==> config.mk <==
export PLATFORM = sky130hd
export DESIGN_NAME = fcp_top
export DESIGN_NICKNAME = d
export VERILOG_FILES = /design/src/fcp_pkg.sv /design/src/fcp_boot_seq.sv /design/src/fcp_perm_check.sv /design/src/fcp_top.sv
export SDC_FILE = /design/constraint.sdc
export NUM_CORES = 1
export LEC_CHECK = 0
export ABC_AREA = 0
export CORE_AREA = 5 5 93 95
export DETAILED_ROUTE_END_ITERATION = 8
export DIE_AREA = 0 0 98 100
export DONT_BUFFER_PORTS = 1
export GPL_TIMING_DRIVEN = 0
export PLACE_DENSITY = 0.78
export RECOVER_POWER = 50
export SYNTH_ARGS = -nofsm -noshare
export SYNTH_HDL_FRONTEND = slang
export SYNTH_SLANG_ARGS = --single-unit
==> constraint.sdc <==
create_clock -name CLK_SYS -period 3.5 [get_ports CLK_SYS]
set_input_delay 0 -clock CLK_SYS [delete_from_list [all_inputs] [get_ports CLK_SYS]]
set_output_delay 0 -clock CLK_SYS [all_outputs]
set_load 0.02 [all_outputs]
==> src/fcp_pkg.sv <==
// Constants, types and helpers shared by the flash code protection block
package fcp_pkg;

	// ----------------------------------------------------------------
	// Register map
	// ----------------------------------------------------------------
	localparam logic [15:0] SFR_FLASH_CTRL    = 16'h00b2;
	localparam logic [15:0] SFR_PAGE_SELECT   = 16'h00b7;
	localparam logic [15:0] SFR_ERASE_CMD     = 16'h0094;
	localparam logic [15:0] IORAM_MODIFY_KEY  = 16'h2702;
	localparam logic [15:0] IORAM_ENGINE_PAGE = 16'h2109;

	localparam int unsigned CTRL_BOOT_WINDOW_BIT = 7;
	localparam int unsigned CTRL_PROTECT_BIT     = 6;
	localparam int unsigned CTRL_MASS_ARM_BIT    = 1;
	localparam int unsigned PAGE_SELECT_LSB      = 1;
	localparam int unsigned MODIFY_KEY_LSB       = 4;

	localparam logic [3:0] MODIFY_KEY_VALUE   = 4'h2;
	localparam logic [7:0] ERASE_PAGE_PATTERN = 8'h55;
	localparam logic [7:0] ERASE_MASS_PATTERN = 8'haa;

	localparam logic [3:0] MODIFY_KEY_RESET  = 4'h0;
	localparam logic [6:0] PAGE_SELECT_RESET = 7'h00;
	localparam logic [5:0] ENGINE_PAGE_RESET = 6'h00;

	// ----------------------------------------------------------------
	// Flash geometry and boot timing
	// ----------------------------------------------------------------
	localparam int unsigned FLASH_ADDR_W      = 16;
	localparam int unsigned PAGE_ADDR_LSB     = 9;
	localparam int unsigned ENGINE_ADDR_LSB   = 10;
	localparam int unsigned BOOT_WINDOW_FLAG_CYCLES    = 64;
	localparam int unsigned EMU_INHIBIT_CYCLES = 60;
	localparam int unsigned BOOT_CNT_W        = 7;

	// ----------------------------------------------------------------
	// Types
	// ----------------------------------------------------------------
	typedef enum logic [1:0] {
		FCP_OP_READ,
		FCP_OP_WRITE,
		FCP_OP_PAGE_ERASE,
		FCP_OP_MASS_ERASE
	} fcp_op_e;

	typedef enum logic [1:0] {
		FCP_SRC_CPU,
		FCP_SRC_EMU,
		FCP_SRC_SPI
	} fcp_src_e;

	typedef struct packed {
		logic                    valid;
		fcp_op_e                 op;
		logic [FLASH_ADDR_W-1:0] addr;
		logic [7:0]              wdata;
	} fcp_req_s;

	typedef struct packed {
		logic                    valid;
		fcp_src_e                src;
		fcp_op_e                 op;
		logic [FLASH_ADDR_W-1:0] addr;
		logic [7:0]              wdata;
	} fcp_flash_cmd_s;

	typedef struct packed {
		logic done;
		logic denied;
	} fcp_resp_s;

	// ----------------------------------------------------------------
	// Address helpers
	// ----------------------------------------------------------------
	function automatic logic [6:0] fcp_page_of(input logic [FLASH_ADDR_W-1:0] addr);
		fcp_page_of = addr[FLASH_ADDR_W-1:PAGE_ADDR_LSB];
	endfunction

	function automatic logic [FLASH_ADDR_W-1:0] fcp_engine_base(input logic [5:0] page);
		fcp_engine_base = {page, 10'h000};
	endfunction

endpackage

==> src/fcp_boot_seq.sv <==
// Boot cycle counter giving the pre-boot window and emulator inhibit
`timescale 1ns/100ps
module fcp_boot_seq #(
	parameter int unsigned BOOT_WINDOW_FLAG_CYCLES = fcp_pkg::BOOT_WINDOW_FLAG_CYCLES,
	parameter int unsigned INHIBIT_CYCLES = fcp_pkg::EMU_INHIBIT_CYCLES
) (
	input  wire logic clk,
	input  wire logic rst,
	output logic      boot_window,
	output logic      emu_inhibit
);

	typedef struct packed {
		logic [fcp_pkg::BOOT_CNT_W-1:0] cnt;
		logic                           window;
		logic                           inhibit;
	} fcp_boot_st_s;

	fcp_boot_st_s st_r;
	fcp_boot_st_s st_nxt;

	localparam logic [fcp_pkg::BOOT_CNT_W-1:0] PRE_END = fcp_pkg::BOOT_CNT_W'(BOOT_WINDOW_FLAG_CYCLES);
	localparam logic [fcp_pkg::BOOT_CNT_W-1:0] INH_END = fcp_pkg::BOOT_CNT_W'(INHIBIT_CYCLES);

	always_comb begin
		st_nxt = st_r;
		// Saturate so the window never reopens without a reset
		if (st_r.cnt != PRE_END) begin
			st_nxt.cnt = st_r.cnt + 1'b1;
		end
		st_nxt.window  = (st_nxt.cnt < PRE_END);
		st_nxt.inhibit = (st_nxt.cnt < INH_END);
	end

	always_ff @(posedge clk) begin
		if (rst) begin
			st_r <= '{cnt: '0, window: 1'b1, inhibit: 1'b1};
		end else begin
			st_r <= st_nxt;
		end
	end

	assign boot_window = st_r.window;
	assign emu_inhibit = st_r.inhibit;

endmodule

==> src/fcp_perm_check.sv <==
// Combinational permission check for one flash request
`timescale 1ns/100ps
module fcp_perm_check (
	input  wire fcp_pkg::fcp_src_e          src,
	input  wire fcp_pkg::fcp_op_e           op,
	input  wire logic [fcp_pkg::FLASH_ADDR_W-1:0] addr,
	input  wire logic                       protect,
	input  wire logic                       key_ok,
	input  wire logic                       emu_enabled,
	input  wire logic                       spi_flash_ok,
	input  wire logic [5:0]                 engine_page,
	output logic                            allow
);

	logic modify;
	logic page_zero;
	logic in_engine;

	always_comb begin
		modify    = (op != fcp_pkg::FCP_OP_READ);
		page_zero = (fcp_pkg::fcp_page_of(addr) == 7'h00);
		in_engine = (addr >= fcp_pkg::fcp_engine_base(engine_page));
		allow     = 1'b1;
		case (src)
			fcp_pkg::FCP_SRC_EMU: begin
				if (!emu_enabled) begin
					allow = 1'b0;
				end
				if (protect && op != fcp_pkg::FCP_OP_MASS_ERASE) begin
					allow = 1'b0;
				end
			end
			fcp_pkg::FCP_SRC_SPI: begin
				if (!spi_flash_ok) begin
					allow = 1'b0;
				end
				if (protect && op == fcp_pkg::FCP_OP_READ) begin
					allow = 1'b0;
				end
			end
			fcp_pkg::FCP_SRC_CPU: begin
				if (op == fcp_pkg::FCP_OP_MASS_ERASE && !emu_enabled) begin
					allow = 1'b0;
				end
			end
			default: allow = 1'b0;
		endcase
		if (modify && !key_ok) begin
			allow = 1'b0;
		end
		if (protect && op == fcp_pkg::FCP_OP_WRITE && page_zero) begin
			allow = 1'b0;
		end
		if (protect && op == fcp_pkg::FCP_OP_PAGE_ERASE && page_zero) begin
			allow = 1'b0;
		end
		if (protect && op == fcp_pkg::FCP_OP_PAGE_ERASE && in_engine) begin
			allow = 1'b0;
		end
	end

endmodule

==> src/fcp_top.sv <==
// Flash code protection: registers, boot window, access gating and arbitration
`timescale 1ns/100ps
module fcp_top (
	input  wire logic                   CLK_SYS,
	input  wire logic                   SYS_RST,
	input  wire logic                   REG_WR,
	input  wire logic                   REG_RD,
	input  wire logic                   REG_IORAM,
	input  wire logic [15:0]            REG_ADDR,
	input  wire logic [7:0]             REG_WDATA,
	output logic      [7:0]             REG_RDATA,
	input  wire fcp_pkg::fcp_req_s      CPU_REQ,
	input  wire fcp_pkg::fcp_req_s      EMU_REQ,
	input  wire fcp_pkg::fcp_req_s      SPI_REQ,
	input  wire logic                   EMU_PORT_EN,
	input  wire logic                   SPM_ACTIVE,
	input  wire logic                   CPU_HALTED,
	input  wire logic                   SPI_RAM_REQ,
	output logic                        SPI_RAM_GRANT,
	output fcp_pkg::fcp_flash_cmd_s     FLASH_CMD,
	output fcp_pkg::fcp_resp_s          CPU_RESP,
	output fcp_pkg::fcp_resp_s          EMU_RESP,
	output fcp_pkg::fcp_resp_s          SPI_RESP,
	output logic                        BOOT_WINDOW,
	output logic                        EMU_ENABLED,
	output logic                        PROTECTED
);

	// ----------------------------------------------------------------
	// State
	// ----------------------------------------------------------------
	typedef struct packed {
		logic                    protect;
		logic                    mass_arm;
		logic [6:0]              page_sel;
		logic [3:0]              modify_key;
		logic [5:0]              engine_page;
		fcp_pkg::fcp_req_s       erase_pend;
		logic [7:0]              rdata;
		fcp_pkg::fcp_flash_cmd_s cmd;
		fcp_pkg::fcp_resp_s      cpu_resp;
		fcp_pkg::fcp_resp_s      emu_resp;
		fcp_pkg::fcp_resp_s      spi_resp;
		logic                    ram_grant;
		logic                    boot_window;
		logic                    emu_enabled;
	} fcp_top_st_s;

	fcp_top_st_s st_r;
	fcp_top_st_s st_nxt;

	logic boot_window;
	logic emu_inhibit;
	logic emu_en_now;
	logic spi_flash_ok;
	logic key_ok;
	logic cpu_allow;
	logic emu_allow;
	logic spi_allow;
	fcp_pkg::fcp_req_s cpu_sel;

	// ----------------------------------------------------------------
	// Boot sequencing
	// ----------------------------------------------------------------
	fcp_boot_seq u_boot (
		.clk         (CLK_SYS),
		.rst         (SYS_RST),
		.boot_window (boot_window),
		.emu_inhibit (emu_inhibit)
	);

	assign emu_en_now   = EMU_PORT_EN & ~emu_inhibit;
	assign spi_flash_ok = SPM_ACTIVE & CPU_HALTED;
	assign key_ok       = (st_r.modify_key == fcp_pkg::MODIFY_KEY_VALUE);
	// Register-made erase takes the processor slot ahead of direct requests
	assign cpu_sel      = st_r.erase_pend.valid ? st_r.erase_pend : CPU_REQ;

	// ----------------------------------------------------------------
	// Permission checks, one per source
	// ----------------------------------------------------------------
	fcp_perm_check u_perm_cpu (
		.src          (fcp_pkg::FCP_SRC_CPU),
		.op           (cpu_sel.op),
		.addr         (cpu_sel.addr),
		.protect      (st_r.protect),
		.key_ok       (key_ok),
		.emu_enabled  (emu_en_now),
		.spi_flash_ok (spi_flash_ok),
		.engine_page  (st_r.engine_page),
		.allow        (cpu_allow)
	);

	fcp_perm_check u_perm_emu (
		.src          (fcp_pkg::FCP_SRC_EMU),
		.op           (EMU_REQ.op),
		.addr         (EMU_REQ.addr),
		.protect      (st_r.protect),
		.key_ok       (key_ok),
		.emu_enabled  (emu_en_now),
		.spi_flash_ok (spi_flash_ok),
		.engine_page  (st_r.engine_page),
		.allow        (emu_allow)
	);

	fcp_perm_check u_perm_spi (
		.src          (fcp_pkg::FCP_SRC_SPI),
		.op           (SPI_REQ.op),
		.addr         (SPI_REQ.addr),
		.protect      (st_r.protect),
		.key_ok       (key_ok),
		.emu_enabled  (emu_en_now),
		.spi_flash_ok (spi_flash_ok),
		.engine_page  (st_r.engine_page),
		.allow        (spi_allow)
	);

	// ----------------------------------------------------------------
	// Next state
	// ----------------------------------------------------------------
	always_comb begin
		logic granted;
		granted = 1'b0;
		st_nxt  = st_r;

		st_nxt.cmd.valid   = 1'b0;
		st_nxt.cpu_resp    = '0;
		st_nxt.emu_resp    = '0;
		st_nxt.spi_resp    = '0;
		st_nxt.boot_window = boot_window;
		st_nxt.emu_enabled = emu_en_now;
		// RAM never opens to SPI in programming mode
		st_nxt.ram_grant   = SPI_RAM_REQ & ~SPM_ACTIVE;

		// Register reads, answered one cycle later
		if (REG_RD) begin
			st_nxt.rdata = 8'h00;
			if (!REG_IORAM) begin
				case (REG_ADDR)
					fcp_pkg::SFR_FLASH_CTRL: begin
						st_nxt.rdata[fcp_pkg::CTRL_BOOT_WINDOW_BIT] = boot_window;
						st_nxt.rdata[fcp_pkg::CTRL_PROTECT_BIT]     = st_r.protect;
						st_nxt.rdata[fcp_pkg::CTRL_MASS_ARM_BIT]    = st_r.mass_arm;
					end
					fcp_pkg::SFR_PAGE_SELECT: begin
						st_nxt.rdata = {st_r.page_sel, 1'b0};
					end
					default: st_nxt.rdata = 8'h00;
				endcase
			end else begin
				case (REG_ADDR)
					fcp_pkg::IORAM_MODIFY_KEY:  st_nxt.rdata = {st_r.modify_key, 4'h0};
					fcp_pkg::IORAM_ENGINE_PAGE: st_nxt.rdata = {2'b00, st_r.engine_page};
					default:                    st_nxt.rdata = 8'h00;
				endcase
			end
		end

		// Flash arbitration: SPI, then emulator, then processor
		if (SPI_REQ.valid) begin
			if (spi_allow) begin
				granted          = 1'b1;
				st_nxt.cmd       = '{valid: 1'b1, src: fcp_pkg::FCP_SRC_SPI, op: SPI_REQ.op,
					addr: SPI_REQ.addr, wdata: SPI_REQ.wdata};
				st_nxt.spi_resp.done = 1'b1;
			end else begin
				st_nxt.spi_resp.denied = 1'b1;
			end
		end
		if (EMU_REQ.valid) begin
			if (emu_allow && !granted) begin
				granted          = 1'b1;
				st_nxt.cmd       = '{valid: 1'b1, src: fcp_pkg::FCP_SRC_EMU, op: EMU_REQ.op,
					addr: EMU_REQ.addr, wdata: EMU_REQ.wdata};
				st_nxt.emu_resp.done = 1'b1;
			end else begin
				st_nxt.emu_resp.denied = 1'b1;
			end
		end
		if (cpu_sel.valid) begin
			if (cpu_allow && !granted) begin
				st_nxt.cmd       = '{valid: 1'b1, src: fcp_pkg::FCP_SRC_CPU, op: cpu_sel.op,
					addr: cpu_sel.addr, wdata: cpu_sel.wdata};
				st_nxt.cpu_resp.done = 1'b1;
			end else begin
				st_nxt.cpu_resp.denied = 1'b1;
			end
		end
		// A direct request that lost the slot to a pending erase is refused
		if (st_r.erase_pend.valid && CPU_REQ.valid) begin
			st_nxt.cpu_resp.denied = 1'b1;
		end
		// Pending erase lives exactly one cycle, granted or not
		st_nxt.erase_pend.valid = 1'b0;

		// Register writes
		if (REG_WR) begin
			if (!REG_IORAM) begin
				case (REG_ADDR)
					fcp_pkg::SFR_FLASH_CTRL: begin
						// Only a one in the window arms; nothing here can disarm
						// Live window: the registered copy would admit a 65th cycle
						if (REG_WDATA[fcp_pkg::CTRL_PROTECT_BIT] && boot_window) begin
							st_nxt.protect = 1'b1;
						end
						st_nxt.mass_arm = REG_WDATA[fcp_pkg::CTRL_MASS_ARM_BIT];
					end
					fcp_pkg::SFR_PAGE_SELECT: begin
						st_nxt.page_sel = REG_WDATA[7:fcp_pkg::PAGE_SELECT_LSB];
					end
					fcp_pkg::SFR_ERASE_CMD: begin
						if (REG_WDATA == fcp_pkg::ERASE_PAGE_PATTERN) begin
							st_nxt.erase_pend = '{valid: 1'b1, op: fcp_pkg::FCP_OP_PAGE_ERASE,
								addr: {st_r.page_sel, 9'h000}, wdata: 8'h00};
						end else if (REG_WDATA == fcp_pkg::ERASE_MASS_PATTERN &&
							st_r.mass_arm) begin
							st_nxt.erase_pend = '{valid: 1'b1, op: fcp_pkg::FCP_OP_MASS_ERASE,
								addr: '0, wdata: 8'h00};
						end
						// Arm is single use, so a stray pattern later cannot mass erase
						st_nxt.mass_arm = 1'b0;
					end
					default: ;
				endcase
			end else begin
				case (REG_ADDR)
					fcp_pkg::IORAM_MODIFY_KEY: begin
						// Held until software rewrites it; no auto clear
						st_nxt.modify_key = REG_WDATA[7:fcp_pkg::MODIFY_KEY_LSB];
					end
					fcp_pkg::IORAM_ENGINE_PAGE: begin
						st_nxt.engine_page = REG_WDATA[5:0];
					end
					default: ;
				endcase
			end
		end
	end

	// ----------------------------------------------------------------
	// Registers
	// ----------------------------------------------------------------
	always_ff @(posedge CLK_SYS) begin
		if (SYS_RST) begin
			st_r             <= '0;
			st_r.protect     <= 1'b0;
			st_r.modify_key  <= fcp_pkg::MODIFY_KEY_RESET;
			st_r.page_sel    <= fcp_pkg::PAGE_SELECT_RESET;
			st_r.engine_page <= fcp_pkg::ENGINE_PAGE_RESET;
			st_r.boot_window <= 1'b1;
		end else begin
			st_r <= st_nxt;
		end
	end

	assign REG_RDATA     = st_r.rdata;
	assign FLASH_CMD     = st_r.cmd;
	assign CPU_RESP      = st_r.cpu_resp;
	assign EMU_RESP      = st_r.emu_resp;
	assign SPI_RESP      = st_r.spi_resp;
	assign SPI_RAM_GRANT = st_r.ram_grant;
	assign BOOT_WINDOW   = st_r.boot_window;
	assign EMU_ENABLED   = st_r.emu_enabled;
	assign PROTECTED     = st_r.protect;

endmodule

==> results of run 1 <==
==> metrics by stage <==
step	instances	cell area (sq um)	hold WS (ns)	util (%)	setup TNS, ns
after floorplan	545	4790	0.0761	-	0
after global placement	647	4920	0.0843	64.3	0
after detailed placement	647	4920	0.0836	64.3	-0.184
after CTS	740	5920	0.00354	77.4	0
after global routing	739	5750	0.0462	75.2	0
final	739	5750	0.0107	75.2	0
==> final cells by class <==
| class | instances | area (sq um) | area share [%] |
|---|---|---|---|
| buffer | 67 | 293 | 5.09 |
| multi-input combinational | 374 | 2580 | 44.9 |
| inverter | 19 | 71.3 | 1.24 |
| clock inverter | 7 | 98.8 | 1.72 |
| tap | 102 | 128 | 2.22 |
| clock buffer | 9 | 124 | 2.15 |
| timing repair buffer | 77 | 771 | 13.4 |
| sequential | 84 | 1680 | 29.2 |
==> cell usage in the layout (no fill, tap or decap), drive strengths merged, types with 14 or more instances in the layout <==
cell	Yosys	layout
dlygate4sd3	0	77
dfxtp	84	84
nand2	25	25
nor2	66	66
buf	59	14
ha	14	14
a21oi	43	43
a22o	26	26
mux2i	36	36
inv	19	21
clkbuf	9	62
nand3	24	24
mux2	14	14
==> kinds of logic after synthesis <==
group,count (synthesis)
AO/OA/AOI/OAI,124
XOR/XNOR,6
adder cells (fa/ha/maj),14
buffers and inverters,87
flip-flops,84
multiplexers,50
AND/OR/NAND/NOR,180
==> timing repair <==
| action | in CTS | in global routing |
|---|---|---|
| hold buffers | 77 | 0 |
| endpoints found under the hold margin | 61 | 0 |
| buffers inserted | 0 | 0 |
| gates resized for setup | 1 | 1 |
| endpoints found under the setup margin | 10 | 14 |
| pin swaps | 0 | 0 |
==> power groups by stage <==
stage	sequential, mW	combinational, mW	clock [mW]
finish	0.997	0.288	0.794
global route	0.999	0.305	0.826
CTS	0.995	0.289	0.784
detailed placement	1.02	0.209	0
global placement	1.02	0.204	0
floorplan	1.01	0.176	0
==> layer usage <==
metal / routed length [um] / global-route usage (%)
met5: 0 / 0
met4: 900 / 17.3
met3: 1750 / 9.94
met2: 7860 / 57.5
met1: 5870 / 35.1
==> sequential cells by signal, summed over array words and instances (netlist names), 2 cells and up <==
signal and cells:
st_r 28, SPI_RESP 2, EMU_RESP 2, u_boot.st_r 7
REG_RDATA 8, CPU_RESP 2, FLASH_CMD 29
==> how the worst max path moves through the flow <==
stage	from	endpoint	slack, ns	cells after the start
2_1_floorplan	st_r[72]	FLASH_CMD[18]	0.49	13
3_3_place_gp	st_r[72]	FLASH_CMD[1]	0.03	12
3_5_place_dp	st_r[72]	FLASH_CMD[1]	-0.02	12
4_1_cts	st_r[72]	FLASH_CMD[12]	0.18	12
5_1_grt	st_r[74]	FLASH_CMD[9]	0.04	11
6_report	st_r[74]	FLASH_CMD[9]	0.18	11
==> critical path: stages, from the launching register on <==
cell	delay (ns)
dfxtp_1	0.37
inv_1	0.09
ha_1	0.36
nor4bb_1	0.23
nand4b_1	0.13
o2111ai_1	0.21
a21o_1	0.20
buf_2	0.22
buf_1	0.44
a21oi_1	0.18
dlygate4sd3_1	0.60
a22o_1	0.20
==> run_results.csv, run 1 <==
group,metric,value,unit
status,status,"complete, no violations",
setup_path,r2r_slack,0.18,ns
logic_synthesis,yosysWarnings,0,
floorplan,start_util,62.6,%
logic_synthesis,synth_area_leaders,"dfxtp_1 (35%), mux2i_1 (7.5%), buf_4 (6.9%)",
routing,routedWlPerCell,22.2,um
setup_path,reg2reg_from,"st_r[74]",
power,p_int,1.52,mW
grt,track_usage,32.6,%
timing,finalCritPeriodShare,94.8,%
timing,hold_violations,0,
routing,firstDrtPassIters,5,
logic_synthesis,synth_most_common_cell,"dfxtp_1",
floorplan,core_area,7650,sq um
logic_synthesis,syn_avg_cell_area,8.79,sq um
power,leakagePower,2.27,nW
grt,antenna_found_initial,0,
routing,vias,4737,
routing,dr.first_iter.drc_count,325,
clocking,clkTransAtPathRegs,0.09,ns
placement,port_buffers,0,
timing,rsz0062_at_grt,"no",
setup_path,worstPathMaxFanout,10,
min_path,hold_path_class,"in2reg",
timing,setup_violations,0,
routing,ant_nets,0,
logic_synthesis,syn_inst,545,
logic_synthesis,synth_edf_count,0,
logic_synthesis,synthTopCellsByCount,"dfxtp_1 (84), nor2_1 (66), buf_4 (44)",
clocking,clk_latency,0.36,ns
grt,grt_pass1_vias,4830,
min_path,hold_end,"FLASH_CMD[23]",
setup_path,crit_path_start_kind,"flop",
logic_synthesis,netlist_area,4790,sq um
placement,place_congestion,0.931,
clocking,clock_sinks,84,
timing,worst_slack,0.182,ns
logic_synthesis,yosys-mux-area-fraction,11.0,%
cells_and_area,nFillCells,557,
clocking,clock_path_buffers,2,
timing,post-route-min-period,3.32,ns
cells_and_area,drive_gt1_share,8.63,%
setup_path,worstPathRequired,3.75,ns
logic_synthesis,ys_types,59,
timing,report.final.slew_viol_count,0,
min_path,min_path_cells,3,
placement,pre_cts_ws,-0.0209,ns
grt,grt_max_degree,16,
power,power,2.08,mW
logic_synthesis,ys_async_sr_fraction,0,%
logic_synthesis,synthAdderAreaFrac,3.66,%
routing,drc_errors,0,
logic_synthesis,syn-num-nets,673,
setup_path,timing_worst_setup_path_type,"reg2reg",
logic_synthesis,seq_area_frac_synth,35.1,%
floorplan,die_area,9800,sq um
power,swShare,26.8,%
power,peakVddDrop,0.215,mV
logic_synthesis,yosys_register_bits,84,
logic_synthesis,synth_ff_type,"dfxtp_1",
logic_synthesis,synth_compound_area_share,18.5,%
logic_synthesis,synth_top_area_cell,"dfxtp_1",
clocking,cts_buffers,9,
placement,dpl.hpwl,10.6,mm
setup_path,arrival,3.57,ns
logic_synthesis,synth_simple_gate_area_share,19.7,%
cells_and_area,syn2layout_area_growth,20.0,%
floorplan,die_h,100,um
job,drv_cap,0,
power,clkPwrFrac,38.2,%
routing,routed_wl,16.4,mm
timing,skew,0.0152,ns
timing,fmax,301,MHz
floorplan,die_w,98,um
floorplan,num_rows,32,
setup_path,endpoint_kind,"flop",
grt,grt_pass1_wl,25.6,mm
setup_path,r2r-end,"FLASH_CMD[9]",
cells_and_area,nets,760,
power,comb_power_share,13.8,%
min_path,min_from,"CPU_REQ[23]",
logic_synthesis,synth_top_family_by_area,"simple AND/OR/NAND/NOR gates",
logic_synthesis,synthXorXnorAreaFrac,1.10,%
cells_and_area,diodes,0,
grt,grt_overflow,0,
clocking,clock-root-buffer,"clkbuf_8",
floorplan,ios,161,
clocking,cts_max_level,3,
power,p_per_area,361,nW/um^2
setup_path,reg2regPathDepth,11,
routing,via_per_inst,6.41,
clocking,cts_tree,"yes",
timing,tightest_slew,0.868,ns
timing,relSlewSlack,42.1,%
power,pwr-share-seq,48.0,%
power,power.switching,0.556,mW
logic_synthesis,synth.top_cell.area_share,35.1,%
Power figures use the tool's default switching activity.
==> run 2: changes to the inputs <==
--- a/config.mk
+++ b/config.mk
@@ -6,13 +6,14 @@
 export NUM_CORES = 1
 export LEC_CHECK = 0
 export ABC_AREA = 0
-export CORE_AREA = 5 5 93 95
+export CORE_AREA = 5 5 97 99
 export DETAILED_ROUTE_END_ITERATION = 8
-export DIE_AREA = 0 0 98 100
+export DIE_AREA = 0 0 102 104
 export DONT_BUFFER_PORTS = 1
 export GPL_TIMING_DRIVEN = 0
-export PLACE_DENSITY = 0.78
+export PLACE_DENSITY = 0.79
 export RECOVER_POWER = 50
 export SYNTH_ARGS = -nofsm -noshare
 export SYNTH_HDL_FRONTEND = slang
+export SYNTH_HIERARCHICAL = 1
 export SYNTH_SLANG_ARGS = --single-unit
==> run 2 against run 1 <==
Sequential share of layout area shrank 3.1 points. Sequential cell count is the same. Cell count grew 15%. Power shrank 1.0%. Via count grew 8.5%.
==> run_results.csv, run 2 <==
group,metric,value,unit
clocking,clock_sinks,84,
logic_synthesis,yosys_register_bits,84,
setup_path,worstPathRequired,3.75,ns
clocking,clkTransAtPathRegs,0.09,ns
grt,grt_pass1_vias,5438,
power,power.switching,0.532,mW
placement,dpl.cell_count,744,
placement,placed_area,5500,sq um
routing,dr.first_iter.drc_count,331,
min_path,hold_path_class,"in2reg",
power,p_int,1.53,mW
setup_path,r2r_slack,0.12,ns
placement,place_congestion,0.910,
setup_path,crit_path_start_kind,"flop",
logic_synthesis,synth_ff_type,"dfxtp_1",
grt,grt_pass1_wl,26.7,mm
floorplan,start_util,62.5,%
clocking,cts_max_level,3,
cells_and_area,drive_gt1_share,9.31,%
cells_and_area,final_util,76.1,%
setup_path,endpoint_kind,"flop",
setup_path,critPathSlowestCell,"dfxtp_2",
job,drv_cap,0,
routing,drc_errors,0,
placement,dpl.hpwl,11.6,mm
floorplan,num_rows,34,
logic_synthesis,synth_top_area_cell,"dfxtp_1",
logic_synthesis,syn_avg_cell_area,8.58,sq um
cells_and_area,instances_no_fill,850,
routing,firstDrtPassIters,7,
power,leakagePower,2.41,nW
clocking,clock-root-buffer,"clkbuf_8",
grt,grt_overflow,0,
power,pwr-share-seq,48.2,%
power,swShare,25.9,%
logic_synthesis,syn_inst,617,
timing,report.final.slew_viol_count,0,
timing,fmax,296,MHz
routing,via_per_inst,6.04,
floorplan,die_w,102,um
timing,setup_violations,0,
power,p_per_area,319,nW/um^2
logic_synthesis,synthTopCellsByCount,"dfxtp_1 (84), nor2_1 (70), a21oi_1 (46)",
timing,fin_tns_setup,0,ns
cells_and_area,syn2layout_area_growth,21.7,%
routing,routedWlPerCell,20.2,um
grt,antenna_found_initial,1,
timing,relSlewSlack,45.6,%
logic_synthesis,seq_area_frac_synth,31.8,%
cells_and_area,largest_reg_flops,29,
cells_and_area,final_common_cell,"dlygate4sd3_1",
logic_synthesis,synth_area_leaders,"dfxtp_1 (32%), mux2i_1 (8.3%), buf_4 (6.1%)",
power,peakVddDrop,0.222,mV
logic_synthesis,synth_edf_count,0,
power,clkPwrFrac,36.4,%
routing,ant_nets,0,
cells_and_area,nets,871,
clocking,clk_latency,0.36,ns
setup_path,reg2regPathDepth,14,
logic_synthesis,ys_async_sr_fraction,0,%
clocking,cts_tree,"yes",
timing,tightest_slew,0.805,ns
routing,vias,5138,
grt,track_usage,31.5,%
setup_path,worstPathMaxFanout,10,
setup_path,arrival,3.63,ns
floorplan,die_h,104,um
timing,post-route-min-period,3.38,ns
cells_and_area,design_area,6440,sq um
floorplan,die_area,10600,sq um
logic_synthesis,ys_types,70,
timing,finalCritPeriodShare,96.5,%
power,comb_power_share,15.4,%
routing,routed_wl,17.1,mm
placement,port_buffers,0,
timing,hold_violations,0,
floorplan,core_area,8470,sq um
min_path,min_path_cells,3,
logic_synthesis,synth_most_common_cell,"dfxtp_1",
logic_synthesis,netlist_area,5290,sq um
timing,rsz0062_at_grt,"no",
cells_and_area,layout_common_cells,"dlygate4sd3_1 (89), dfxtp_1 (82), nor2_1 (68)",
power,power,2.06,mW
clocking,clock_path_buffers,2,
setup_path,timing_worst_setup_path_type,"reg2reg",
timing,skew,0.00988,ns
setup_path,crit_path_max_incr_delay,0.38,ns
clocking,cts_buffers,9,
setup_path,path_cells,"buf_6 > mux2_2 > ha_1 > nand4_1 > nor4_2 > nand3_1 > o2111ai_1 > a211oi_2 > o21ai_1 > nor3_2 > nand2_1 > clkinv_2 > clkbuf_4 > a22o_1",
logic_synthesis,synth.top_cell.area_share,31.8,%
logic_synthesis,yosysWarnings,6,
status,status,"complete, no violations",
floorplan,ios,161,
grt,grt_max_degree,14,
-- run 2: cell count changes in the layout (fill, tap and decap cells not counted), sizes merged, moves of 8 or more --
cell         change
clkbuf           +9
conb            +21
dlygate4sd3     +12
inv             +24
mux2i            +8
nand3            -8
nor2b           +12
-- run 2: critical path, delay by kind of cell (launching register included) --
kind                     cells  cell delay [ns]
AO/OA/AOI/OAI                4             0.72
adder cells (fa/ha/maj)      1             0.33
buffers and inverters        3             0.56
flip-flops                   1             0.38
multiplexers                 1             0.38
AND/OR/NAND/NOR              5             0.88
-- run 2: area by class of cell --
class	instances	area [sq um]
plain buffers	69	300
clock inverters	5	77.6
clock buffers	10	128
inverters	46	174
well taps	108	135
fillers	633	2020
flip-flops and latches	84	1680
diodes	1	2.50
multi-input cells	437	3040
repair buffers	90	898
-- run 2: cell families after synthesis --
family,after synthesis,synth area share [%]
buffers and inverters,115,12.3
AOI/OAI and AO/OA,133,17.8
adders and majority gates,21,4.92
muxes,53,10.2
and+or+nand+nor,203,21.8
xor gates and xnor gates,6,0.993
DFF,84,31.8
other,2,0.142
-- run 2: repair_timing --
item	CTS	global route
setup endpoints to repair	26	26
endpoints found under the hold margin	65	0
buffers inserted	0	1
gates resized for setup	8	8
pin swaps	0	1
hold buffers	89	0
-- run 2: worst paths after layout --
path                             startpoint       endpoint
worst max-delay path               st_r[72]  FLASH_CMD[17]
worst min-delay path            EMU_REQ[19]  FLASH_CMD[19]
worst max register to register     st_r[72]  FLASH_CMD[17]
worst min register to register     st_r[63]       st_r[63]
-- run 2: per-layer routing --
layer  share of wire [%]  GRT usage (%)  wire length, um  up-vias
met5                   0              0                0        -
met4                 3.3           13.2              568        0
met3                 9.3           6.98             1600       55
met2                  50           54.9             8570      268
met1                  37           36.3             6410     2421
li1                    -              -                -     2394
-- run 2: metrics by stage --
step,hold slack (ns),worst slack (ns)
final,0.00231,0.122
after global routing,0.0280,0.00557
after CTS,0.0000645,0.00300
after detailed placement,0.0800,-0.534
after global placement,0.0769,-0.445
after floorplan,0.0761,0.385
-- run 2: power groups by stage --
| stage | sequential, mW | combinational [mW] | clock, mW |
|---|---|---|---|
| finish | 0.992 | 0.316 | 0.750 |
| global route | 0.995 | 0.339 | 0.792 |
| CTS | 0.991 | 0.323 | 0.750 |
| detailed placement | 1.01 | 0.237 | 0 |
| global placement | 1.01 | 0.230 | 0 |
| floorplan | 1.01 | 0.198 | 0 |
